**src/hdl/fec_params.svh**
```systemverilog
// Register indices, field positions and fixed values of the flash erase control.
// Included by the package and by the design; definitions only.
`ifndef FEC_PARAMS_SVH
`define FEC_PARAMS_SVH

// Register indices; byte address is four times the index
`define FEC_IDX_CTRL 16'h0001
`define FEC_IDX_PROTECT 16'h0002
`define FEC_IDX_FLASH_WR 16'h0003
`define FEC_IDX_STATUS 16'h0004
`define FEC_IDX_WDOG 16'hffff

// Control register fields
`define FEC_BIT_PGM 0
`define FEC_BIT_ERASE 1
`define FEC_BIT_WHOLE 2
`define FEC_BIT_HIGH_VOLTAGE_ENABLE 3
`define FEC_CTRL_RESET 4'h0

// Flash write register fields
`define FEC_WR_ADDR_LSB 0
`define FEC_WR_DATA_LSB 16

// Status register fields
`define FEC_ST_REFUSED 0
`define FEC_ST_STATE_LSB 1
`define FEC_ST_ROW_CNT_LSB 4
`define FEC_ST_PAGE_LSB 16

// Array geometry and bit sense
`define FEC_PAGE_BYTES 64
`define FEC_ROW_BYTES 32
`define FEC_ERASED_BYTE 8'hff
`define FEC_UNPROTECTED 8'hff
`define FEC_VECTOR_PAGE 10'h3ff

`endif

```
**src/hdl/fec_pkg.sv**
```systemverilog
// Types shared by the flash erase control design.
// Assumes fec_params.svh is on the include path.
package fec_pkg;
  `include "fec_params.svh"

  typedef enum logic [1:0] {
    FEC_IDLE = 2'b00,
    FEC_SELECTED = 2'b01,
    FEC_PROT_READ = 2'b10,
    FEC_LATCHED = 2'b11
  } fec_seq_e;
endpackage

```
**src/hdl/fec_flash_erase_control.sv**
```systemverilog
// Flash erase and program control register with sequence checking, APB slave.
// Assumes a 25 MHz pclk, the block-protect byte and reset vector low byte
// supplied as steady inputs from the array, and the array acting on the outputs.
`timescale 1ns/10ps
`include "fec_params.svh"
module fec_flash_erase_control
  import fec_pkg::*;
#(
  parameter int ADDR_W = 18,
  parameter int PAGE_BYTES = `FEC_PAGE_BYTES,
  parameter int ROW_BYTES = `FEC_ROW_BYTES
)
(
  input wire logic pclk,
  input wire logic presetn,
  input wire logic psel,
  input wire logic penable,
  input wire logic pwrite,
  input wire logic [ADDR_W-1:0] paddr,
  input wire logic [31:0] pwdata,
  input wire logic [3:0] pstrb,
  output logic [31:0] prdata,
  output logic pready,
  output logic pslverr,
  input wire logic [7:0] block_protect_byte,
  input wire logic [7:0] reset_vector_low,
  output logic charge_pump_on,
  output logic array_high_voltage,
  output logic erase_run,
  output logic erase_whole,
  output logic [9:0] erase_page,
  output logic erase_trim,
  output logic [7:0] erase_fill,
  output logic prog_write,
  output logic [15:0] prog_addr,
  output logic [7:0] prog_data,
  output logic watchdog_clear
);

  // Geometry and address width the logic can serve
  if (ADDR_W < 18 || PAGE_BYTES != `FEC_PAGE_BYTES || ROW_BYTES != `FEC_ROW_BYTES)
  begin
    $error("fec_flash_erase_control: unsupported geometry or address width");
  end

  localparam logic [7:0] ROW_MAX = 8'(ROW_BYTES);

  // Control and sequence state
  logic pgm_r, erase_r, whole_r, high_voltage_enable_r, refused_r;
  fec_seq_e seq_r;
  logic [15:0] target_r;
  logic [7:0] row_cnt_r;

  // Bus decode
  logic [15:0] idx;
  logic setup_ok, done, wr_done, rd_done;
  logic hit_ctrl, hit_prot, hit_fwr, hit_stat, hit_wdog, mapped;

  assign idx = paddr[17:2];
  assign setup_ok = psel & penable & ~pready;
  assign done = psel & penable & pready;
  assign wr_done = done & pwrite & ~pslverr;
  assign rd_done = done & ~pwrite & ~pslverr;
  assign hit_ctrl = (idx == `FEC_IDX_CTRL);
  assign hit_prot = (idx == `FEC_IDX_PROTECT);
  assign hit_fwr = (idx == `FEC_IDX_FLASH_WR);
  assign hit_stat = (idx == `FEC_IDX_STATUS);
  assign hit_wdog = (idx == `FEC_IDX_WDOG);
  assign mapped = hit_ctrl | hit_prot | hit_fwr | hit_stat | hit_wdog;

  // Protection decode
  logic [15:0] prot_start, wr_addr;
  logic unprotected, target_prot, hv_allowed;
  logic [7:0] wr_data;
  logic want_pgm, want_erase, sel_rise;

  assign prot_start = {2'b11, block_protect_byte, 6'h00};
  assign unprotected = (block_protect_byte == `FEC_UNPROTECTED);
  assign target_prot = ~unprotected & (target_r >= prot_start);
  // hv only with select and full sequence
  assign hv_allowed = (seq_r == FEC_LATCHED) & (pgm_r | erase_r)
    & ~(erase_r & whole_r & ~unprotected)
    & ~(~(erase_r & whole_r) & target_prot);

  assign wr_addr = pwdata[`FEC_WR_ADDR_LSB +: 16];
  assign wr_data = pwdata[`FEC_WR_DATA_LSB +: 8];
  assign want_pgm = pwdata[`FEC_BIT_PGM];
  assign want_erase = pwdata[`FEC_BIT_ERASE];
  assign sel_rise = (want_pgm & ~pgm_r) | (want_erase & ~erase_r);

  // APB handshake: one wait state per access
  always_ff @(posedge pclk or negedge presetn)
  begin
    if (!presetn)
    begin
      pready <= 1'b0;
      pslverr <= 1'b0;
    end
    else
    begin
      pready <= setup_ok;
      pslverr <= setup_ok & ~mapped;
    end
  end

  // Read data, loaded in the wait state
  always_ff @(posedge pclk or negedge presetn)
  begin
    if (!presetn)
    begin
      prdata <= 32'h0000_0000;
    end
    else if (setup_ok)
    begin
      prdata <= 32'h0000_0000;
      if (!pwrite)
      begin
        if (hit_ctrl)
        begin
          prdata[3:0] <= {high_voltage_enable_r, whole_r, erase_r, pgm_r};
        end
        else if (hit_prot)
        begin
          prdata[7:0] <= block_protect_byte;
        end
        else if (hit_fwr)
        begin
          prdata[15:0] <= target_r;
        end
        else if (hit_stat)
        begin
          prdata[`FEC_ST_REFUSED] <= refused_r;
          prdata[`FEC_ST_STATE_LSB +: 2] <= seq_r;
          prdata[`FEC_ST_ROW_CNT_LSB +: 8] <= row_cnt_r;
          prdata[`FEC_ST_PAGE_LSB +: 10] <= target_r[15:6];
        end
        else if (hit_wdog)
        begin
          // read gives reset vector low byte
          prdata[7:0] <= reset_vector_low;
        end
      end
    end
  end

  // Operation selects
  always_ff @(posedge pclk or negedge presetn)
  begin
    if (!presetn)
    begin
      pgm_r <= 1'b0;
      erase_r <= 1'b0;
      whole_r <= 1'b0;
    end
    else if (wr_done && hit_ctrl && pstrb[0])
    begin
      whole_r <= pwdata[`FEC_BIT_WHOLE];
      if (!(want_pgm && want_erase))
      begin
        pgm_r <= want_pgm;
        erase_r <= want_erase;
      end
    end
  end

  // High-voltage enable
  always_ff @(posedge pclk or negedge presetn)
  begin
    if (!presetn)
    begin
      high_voltage_enable_r <= 1'b0;
    end
    else if (wr_done && hit_ctrl && pstrb[0])
    begin
      if (!pwdata[`FEC_BIT_HIGH_VOLTAGE_ENABLE])
      begin
        high_voltage_enable_r <= 1'b0;
      end
      else if (hv_allowed)
      begin
        high_voltage_enable_r <= 1'b1;
      end
    end
  end

  // Refused high-voltage request flag, write one to clear
  always_ff @(posedge pclk or negedge presetn)
  begin
    if (!presetn)
    begin
      refused_r <= 1'b0;
    end
    else if (wr_done && hit_ctrl && pstrb[0] && pwdata[`FEC_BIT_HIGH_VOLTAGE_ENABLE] && !high_voltage_enable_r
             && !hv_allowed)
    begin
      refused_r <= 1'b1;
    end
    else if (wr_done && hit_stat && pstrb[0] && pwdata[`FEC_ST_REFUSED])
    begin
      refused_r <= 1'b0;
    end
  end

  // Sequence tracker
  always_ff @(posedge pclk or negedge presetn)
  begin
    if (!presetn)
    begin
      seq_r <= FEC_IDLE;
    end
    else if (wr_done && hit_ctrl && pstrb[0] && !(want_pgm && want_erase))
    begin
      if (!want_pgm && !want_erase)
      begin
        seq_r <= FEC_IDLE;
      end
      else if (sel_rise)
      begin
        seq_r <= FEC_SELECTED;
      end
    end
    else if (rd_done && hit_prot && seq_r == FEC_SELECTED)
    begin
      seq_r <= FEC_PROT_READ;
    end
    else if (wr_done && hit_fwr && seq_r == FEC_PROT_READ)
    begin
      seq_r <= FEC_LATCHED;
    end
  end

  // Target address of the first flash write
  always_ff @(posedge pclk or negedge presetn)
  begin
    if (!presetn)
    begin
      target_r <= 16'h0000;
    end
    else if (wr_done && hit_fwr && seq_r == FEC_PROT_READ)
    begin
      target_r <= wr_addr;
    end
  end

  // Row programming: data writes under high voltage
  logic prog_ok;
  // at most one row per program cycle
  assign prog_ok = wr_done & hit_fwr & high_voltage_enable_r & pgm_r & (seq_r == FEC_LATCHED)
    & (wr_addr[15:5] == target_r[15:5]) & (row_cnt_r < ROW_MAX) & ~target_prot;

  always_ff @(posedge pclk or negedge presetn)
  begin
    if (!presetn)
    begin
      row_cnt_r <= 8'h00;
    end
    else if (!pgm_r)
    begin
      row_cnt_r <= 8'h00;
    end
    else if (prog_ok)
    begin
      row_cnt_r <= row_cnt_r + 8'h01;
    end
  end

  always_ff @(posedge pclk or negedge presetn)
  begin
    if (!presetn)
    begin
      prog_write <= 1'b0;
      prog_addr <= 16'h0000;
      prog_data <= 8'h00;
    end
    else
    begin
      prog_write <= prog_ok;
      if (prog_ok)
      begin
        prog_addr <= wr_addr;
        prog_data <= wr_data;
      end
    end
  end

  // Watchdog service location; reads hold no state, writes pulse watchdog_clear, which reset clears
  always_ff @(posedge pclk or negedge presetn)
  begin
    if (!presetn)
    begin
      watchdog_clear <= 1'b0;
    end
    else
    begin
      watchdog_clear <= wr_done & hit_wdog;
    end
  end

  // Array drive
  always_ff @(posedge pclk or negedge presetn)
  begin
    if (!presetn)
    begin
      charge_pump_on <= 1'b0;
      array_high_voltage <= 1'b0;
      erase_run <= 1'b0;
      erase_whole <= 1'b0;
      erase_page <= 10'h000;
      erase_trim <= 1'b0;
      erase_fill <= `FEC_ERASED_BYTE;
    end
    else
    begin
      // pump and array voltage follow enable
      charge_pump_on <= high_voltage_enable_r;
      array_high_voltage <= high_voltage_enable_r;
      erase_run <= high_voltage_enable_r & erase_r;
      erase_whole <= high_voltage_enable_r & erase_r & whole_r & unprotected;
      erase_page <= target_r[15:6];
      erase_trim <= high_voltage_enable_r & erase_r
        & (whole_r | target_r[15:6] == `FEC_VECTOR_PAGE);
      erase_fill <= `FEC_ERASED_BYTE;
    end
  end

endmodule

```
**config.mk**
```make
export PLATFORM = sky130hd
export DESIGN_NAME = fec_flash_erase_control
export DESIGN_NICKNAME = d
export VERILOG_FILES = /design/src/hdl/fec_pkg.sv /design/src/hdl/fec_flash_erase_control.sv
export VERILOG_INCLUDE_DIRS = /design/src /design/src/hdl
export SDC_FILE = /design/constraint.sdc
export NUM_CORES = 1
export LEC_CHECK = 0
export ABC_AREA = 1
export BUFFER_PORTS_ARGS = -buffer_cell sky130_fd_sc_hd__clkbuf_2
export CAP_MARGIN = 0
export CORE_AREA = 2 2 103 105
export CTS_BUF_LIST = sky130_fd_sc_hd__clkbuf_4 sky130_fd_sc_hd__clkbuf_8 sky130_fd_sc_hd__clkbuf_16
export DETAILED_ROUTE_END_ITERATION = 10
export DIE_AREA = 0 0 105 107
export GPL_ROUTABILITY_DRIVEN = 1
export PLACE_DENSITY_LB_ADDON = 0.15
export SLEW_MARGIN = 5
export SYNTH_ARGS = -nofsm -noshare
export SYNTH_HDL_FRONTEND = slang
export SYNTH_SLANG_ARGS = --single-unit
```
**constraint.sdc**
```tcl
create_clock -name pclk -period 2.4 [get_ports pclk]
set_input_delay 0.24 -clock pclk [delete_from_list [all_inputs] [get_ports pclk]]
set_output_delay 0.24 -clock pclk [all_outputs]
set_load 0.02 [all_outputs]
```
==> Word-level counts from Yosys, hierarchy flattened <==
Index checks and enable logic that the tools add are counted.
{ "totals": {"wordCells": 135, "out_inout_bits": 83, "input_bits": 75, "register_bits": 99} }
{ "op_classes": {"n_bitwise": 48, "n_reduce_logical": 25, "mux": 25, "n_addsub": 1, "eq_ne": 14, "n_lt_le_gt_ge": 2} }
{ "ops": {"columns": ["cell", "count"], "rows": [
  ["$eq A16 B2 Y1 const B", 2],
  ["$mux W8", 4],
  ["$and A1 B1 Y1", 29],
  ["$mux W26", 1],
  ["$mux W22", 1],
  ["$mux W10", 2],
  ["$mux W18", 1],
  ["$eq A16 B1 Y1 const B", 1],
  ["$eq A16 B16 Y1 const B", 1],
  ["$eq A16 B3 Y1 const B", 1],
  ["$ge A16 B16 Y1", 1],
  ["$mux W4", 4],
  ["$logic_and A1 B1 Y1", 15],
  ["$mux W12", 1],
  ["$not A1 Y1", 12],
  ["$eq A11 B11 Y1", 1],
  ["$eq A10 B10 Y1 const B", 1],
  ["$mux W2", 5],
  ["$add A8 B1 Y8 const B", 1],
  ["$eq A8 B8 Y1 const B", 1],
  ["$lt A8 B6 Y1 const B", 1],
  ["$or A1 B1 Y1", 7],
  ["$reduce_and A2 Y1", 3],
  ["$logic_not A1 Y1", 5],
  ["8 further kinds", 14]
]} }

==> Logic depth before layout (Yosys ltp) <==
{ "logic_depth": {"word_depth": 13, "depth_mapped": 13, "ltp_nobuf": 13} }

==> Worst setup path after synthesis <==
OpenSTA, ideal clock, no wires.
{ "synth_timing": {"path_type": "register -> register", "from": "register target_r[11]", "to": "register row_cnt_r[1]", "n_path_buf": 1, "setup_ns": 0.118, "synth_period_minus_slack_ns": 1.732, "required_time_ns": 2.282, "t_arrival_ns": 1.614, "path_stages_with_launch": 12, "path_slack_ns": 0.668, "path_cell_list": "dfrtp_1 > ha_1 > nand2_1 > nor2_1 > and2_1 > nand2_1 > nand4_1 > nand2_1 > buf_2 > nand2_1 > nand3_1 > nand2_1"} }
{ "synth_between": {"elab_chain_len": 5, "elab_cells_between_ends": 8, "cone_classes": "1 x order compare; 2 x eq/ne; 5 x bitwise"} }
{ "synth_rtl": {"columns": ["item", "line_no", "text"], "rows": [
  ["start: declaration", "fec_flash_erase_control.sv:51", "logic [15:0] target_r;"],
  ["start signal: assignment", "fec_flash_erase_control.sv:241", "target_r <= wr_addr;"],
  ["$ge A16 B16 Y1 or $eq A11 B11 Y1 (tied branches)", "fec_flash_erase_control.sv:79, fec_flash_erase_control.sv:249", null],
  ["$and A1 B1 Y1 (on tied branches)", "fec_flash_erase_control.sv:79, fec_flash_erase_control.sv:249", null],
  ["$not A1 Y1 or $and A1 B1 Y1 (tied branches)", "fec_flash_erase_control.sv:249", "& (wr_addr[15:5] == target_r[15:5]) & (row_cnt_r < ROW_MAX) & ~target_prot;"],
  ["$and A1 B1 Y1 (*)", "fec_flash_erase_control.sv:249", null],
  ["$ne A2 B1 Y1 (no line) (*)", null, null],
  ["end signal: assignment", "fec_flash_erase_control.sv:263", "row_cnt_r <= row_cnt_r + 8'h01;"],
  ["end: declaration", "fec_flash_erase_control.sv:52", "logic [7:0] row_cnt_r;"]
]} }
Every way passes the cells marked *; elsewhere a longest branch is shown, timed or not.
A chain may end at the register's enable or synchronous reset.

==> Final worst setup path <==
{ "layout_timing": {"from": "register target_r[6]", "to": "register prog_data[6]"} }
{ "layout_between": {"elab_chain_len": 4, "elab_cells_between_ends": 7, "cone_classes": "1 x order compare; 1 x eq/ne; 5 x bitwise"} }
{ "layout_rtl": {"columns": ["item", "line_no", "text"], "rows": [
  ["$ge A16 B16 Y1 or $eq A11 B11 Y1 (tied branches)", "fec_flash_erase_control.sv:79, fec_flash_erase_control.sv:249", null],
  ["$and A1 B1 Y1 (on tied branches)", "fec_flash_erase_control.sv:79, fec_flash_erase_control.sv:249", null],
  ["$not A1 Y1 or $and A1 B1 Y1 (tied branches)", "fec_flash_erase_control.sv:249", null],
  ["$and A1 B1 Y1 (*)", "fec_flash_erase_control.sv:249", null],
  ["via prog_ok", "fec_flash_erase_control.sv:246", "logic prog_ok;"],
  ["end signal: assignment", "fec_flash_erase_control.sv:281", "prog_data <= wr_data;"],
  ["end: declaration", "fec_flash_erase_control.sv:36", "output logic [7:0] prog_data,"]
]} }
The timed path passes the listed nets; every way through them passes the cells marked *.

==> summary.txt <==
Placement
  • Final RePlAce weighted congestion: 0.981
  • Post-Place Cells: 912
  • Worst slack, placed: 0.246 ns
  • Post-DP Area: slightly below 6000 sq um
  • Number of port buffers: 130
  • Hpwl dp: 10500 um

Worst setup path
  • Max stage delay cell, worst path: dfrtp_1
  • Crit. End Element: flip-flop
  • Count of cell instances traversed by the critical path: 11
  • Cell family with most CP delay: simple AND/OR/NAND/NOR gates
  • Crit path buffers/inverters: 2
  • Critical Path Fanout Max: 41
  • Reg2Reg Capture Point: prog_data[6]$_DFFE_PN0P_
  • Data arrival, critical path: between 2 and 2.5 ns
  • CP Launch Type: flip-flop
  • Worst EP required: 2.66 ns
  • R2R depth: 11
  • Crit path from: target_r[6]$_DFFE_PN0P_
  • R2R Path Start: target_r[6]$_DFFE_PN0P_
  • Critical setup path kind: flip-flop to flip-flop
  • Most numerous cell on the critical path: nand2_1
  • Worst reg2reg setup slack: 0.35 ns
  • Crit path to: prog_data[6]$_DFFE_PN0P_
  • Critical path cell sequence: inv_1 -> ha_1 -> nand3_1 -> nor2_1 -> nand2_1 -> nand4_1 -> nand2_1 -> nand2_8 -> inv_2 -> nand2_1 -> nand2_1
  • Critical path's largest stage delay: 0.49 ns

Min path
  • Hold Crit Class: input pin to flip-flop

Synth
  • Post-synthesis cell area: 5130 sq um
  • Synth Register Bits: about 100
  • Top_reg_cell synth: dfrtp_1
  • Combinational family with the most area after synthesis: simple AND/OR/NAND/NOR gates
  • Cell taking the most area after synthesis: dfrtp_1
  • Sequential fraction of the synthesis area: 48.3%
  • Post-synthesis mux area share: 0.219%
  • Mapped Cells: 650
  • Synthesized area per cell: 7.90 sq um
  • Netlist cell types: 38
  • Post-synth EDFFs: 0
  • Async set or reset register ratio after synthesis: 100%
  • Post-synthesis simple-gate area fraction: 29.8%
  • Area contributors post-synth: dfrtp_1 (48%), nand2_1 (17%), inv_1 (4.5%)
  • Post-Synth XOR/XNOR Area: less than 1%
  • Compound-Gate Fraction of Synth Area: 9.68%
  • Post-synth top area share: 48.3%
  • Synth warn: 0
  • Adder-Cell Fraction of Synth Area: 2.19%

STA
  • Relative slew slack: 54.2%
  • Max frequency: slightly below 500 MHz
  • Max-slew violation count: 0
  • Final period utilization: ~85%
  • Layout Skew: 0.00714 ns
  • Final Worst Setup Slack: between 0.3 and 0.4 ns
  • Hold WS: 0.0634 ns
  • Final Hold Viols: 0
  • Actual slew at the worst max-slew pin: 0.687 ns
  • RSZ-0062 raised after global routing: no
  • # setup viols final: 0
  • Final setup TNS: 0 ns
  • Final min period: 2.05 ns

Finish
  • Layout cells sized above 1: 24.7%
  • Area Overhead vs Synth: 18.8%
  • Final instance area: 6100 sq um
  • Antenna cells: 0
  • Number of nets in the layout: slightly below 900
  • Non-filler cells, final: 927

Route
  • Post-Route WL: 13600 um
  • Post-DR vias/cell: 5.11
  • First-pass iteration count of the detailed router: 6
  • Drt wl/cell: 14.6 um
  • DRC: 0
  • Post-DRT Antenna Nets: 0
  • Vias: approximately 4700
  • 1st-iter DRT viols: about 290

Power
  • Peak supply drop: 380 uV
  • Pwr Density: 472 nW/um^2
  • Leak Pwr: 3.44 nW

Global route
  • Vias in the first global route: 4459
  • Initial antenna violation count: 0
  • GRT Residual Overflow: 0
  • Global-route wire length before repair: between 20000 and 25000 um
  • GRT Total Usage: 25.1%
  • Largest net degree at the start of global routing: 50

Clock tree
  • Clock sinks: between 90 and 100
  • # H-tree levels: 3
  • TritonCTS Buffers: 9
  • Clock Latency Late Sink: 0.36 ns
  • Clock transition at path regs: 0.09 ns
  • CTS Buffer Depth: 2
  • Clock Tree Root: clkbuf_8
  • TritonCTS clock tree: done

Floorplanning
  • Core ar.: ~10000 sq um
  • Die Ht: 107 um
  • Die Footprint: between 10000 and 15000 sq um
  • # IOs: 158
  • Initial core utilization: 50.9%
  • Row count: 37
  • Die span in x: 105 um

Run status
  • Status: completed

Run
  • Max Cap Viol: 0
-- cell usage after synthesis, types with 3 or more instances --
cell type  instances
a21oi_1           11
buf_2              3
buf_4             15
buf_6              4
clkbuf_1           6
dfrtp_1           99
ha_1               9
inv_1             62
inv_2              7
nand2_1          236
nand3_1           32
nand4_1           19
nor2_1            47
nor2_2             3
nor2_4             5
nor3_1             5
o2111ai_1          4
o21ai_0           36
o21ai_1            5
o21ai_2           16
xor2_1             3
-- power breakdown --
group / total [mW] / switching (mW) / internal (mW)
Combinational: 0.226 / 0.157 / 0.0686
Sequential: 1.67 / 0.00214 / 1.67
Clock: 0.978 / 0.569 / 0.410
Total: 2.87 / 0.728 / 2.15
-- tightest hold or removal path: stages --
cell and delay, ns:
clkbuf_2 0.07, nand2_1 0.04, nand2_1 0.04
-- state kept, by name (all words and copies together), names as in the netlist, 2 cells and up --
name        count
erase_page     10
prdata         26
prog_addr      16
prog_data       8
row_cnt_r       8
seq_r           2
target_r       16
-- cell families after synthesis --
logic type / Yosys count
AOI/OAI and AO/OA: 80
xor gates and xnor gates: 5
adders and majority gates: 9
buffers and inverters: 97
DFF: 99
muxes: 1
other: 2
and+or+nand+nor: 357
-- worst min path at each step --
stage | startpoint | endpoint | depth (start not counted)
global placement | presetn | seq_r[0]$_DFFE_PN0P_ | 1
finish | pwdata[19] | prog_data[3]$_DFFE_PN0P_ | 3
CTS | pwdata[19] | prog_data[3]$_DFFE_PN0P_ | 3
global route | pwdata[21] | prog_data[5]$_DFFE_PN0P_ | 3
detailed placement | presetn | pready$_DFF_PN0_ | 1
floorplan | presetn | array_high_voltage$_DFF_PN0_ | 0
-- area by class of cell --
cell class	instances	area, sq um
Tap cell	136	170
Timing Repair Buffer	143	766
Multi-Input combinational cell	466	2260
Sequential cell	99	2480
Clock inverter	3	23.8
Clock buffer	11	145
Inverter	69	259
Fill cell	986	4000
-- through the flow --
step / util (%) / total power [mW]
final: 60.4 / 2.87
after global routing: 60.4 / 3.00
after CTS: 60.3 / 2.89
after detailed placement: 58.6 / 1.93
after global placement: 58.6 / 1.92
after floorplan: - / 1.82
-- layout by cell type (no fill, tap or decap), types with 14 or more instances in the layout --
master and n:
nand4_1 19, conb_1 14, dfrtp_1 99, o21ai_0 36, clkbuf_2 129, o21ai_2 16, inv_1 62, nand3_1 32
nand2_1 236, nor2_1 47
-- repair_timing --
| item | CTS | global route |
|---|---|---|
| endpoints found under the hold margin | 47 | 0 |
| gates resized for setup | 0 | 1 |
| endpoints found under the setup margin | 0 | 1 |
| hold buffers | 1 | 0 |
| buffers inserted | 0 | 0 |
-- per-layer routing --
metal,routed length (um),part of all wire (%),track usage (%),vias to the layer above
met5,0,0,0,-
met4,331,2.4,9.24,0
met3,820,6.0,4.13,26
met2,6280,46,39.9,167
met1,6140,45,34.8,2216
li1,-,-,-,2324
(Power assumes the default switching activity.)
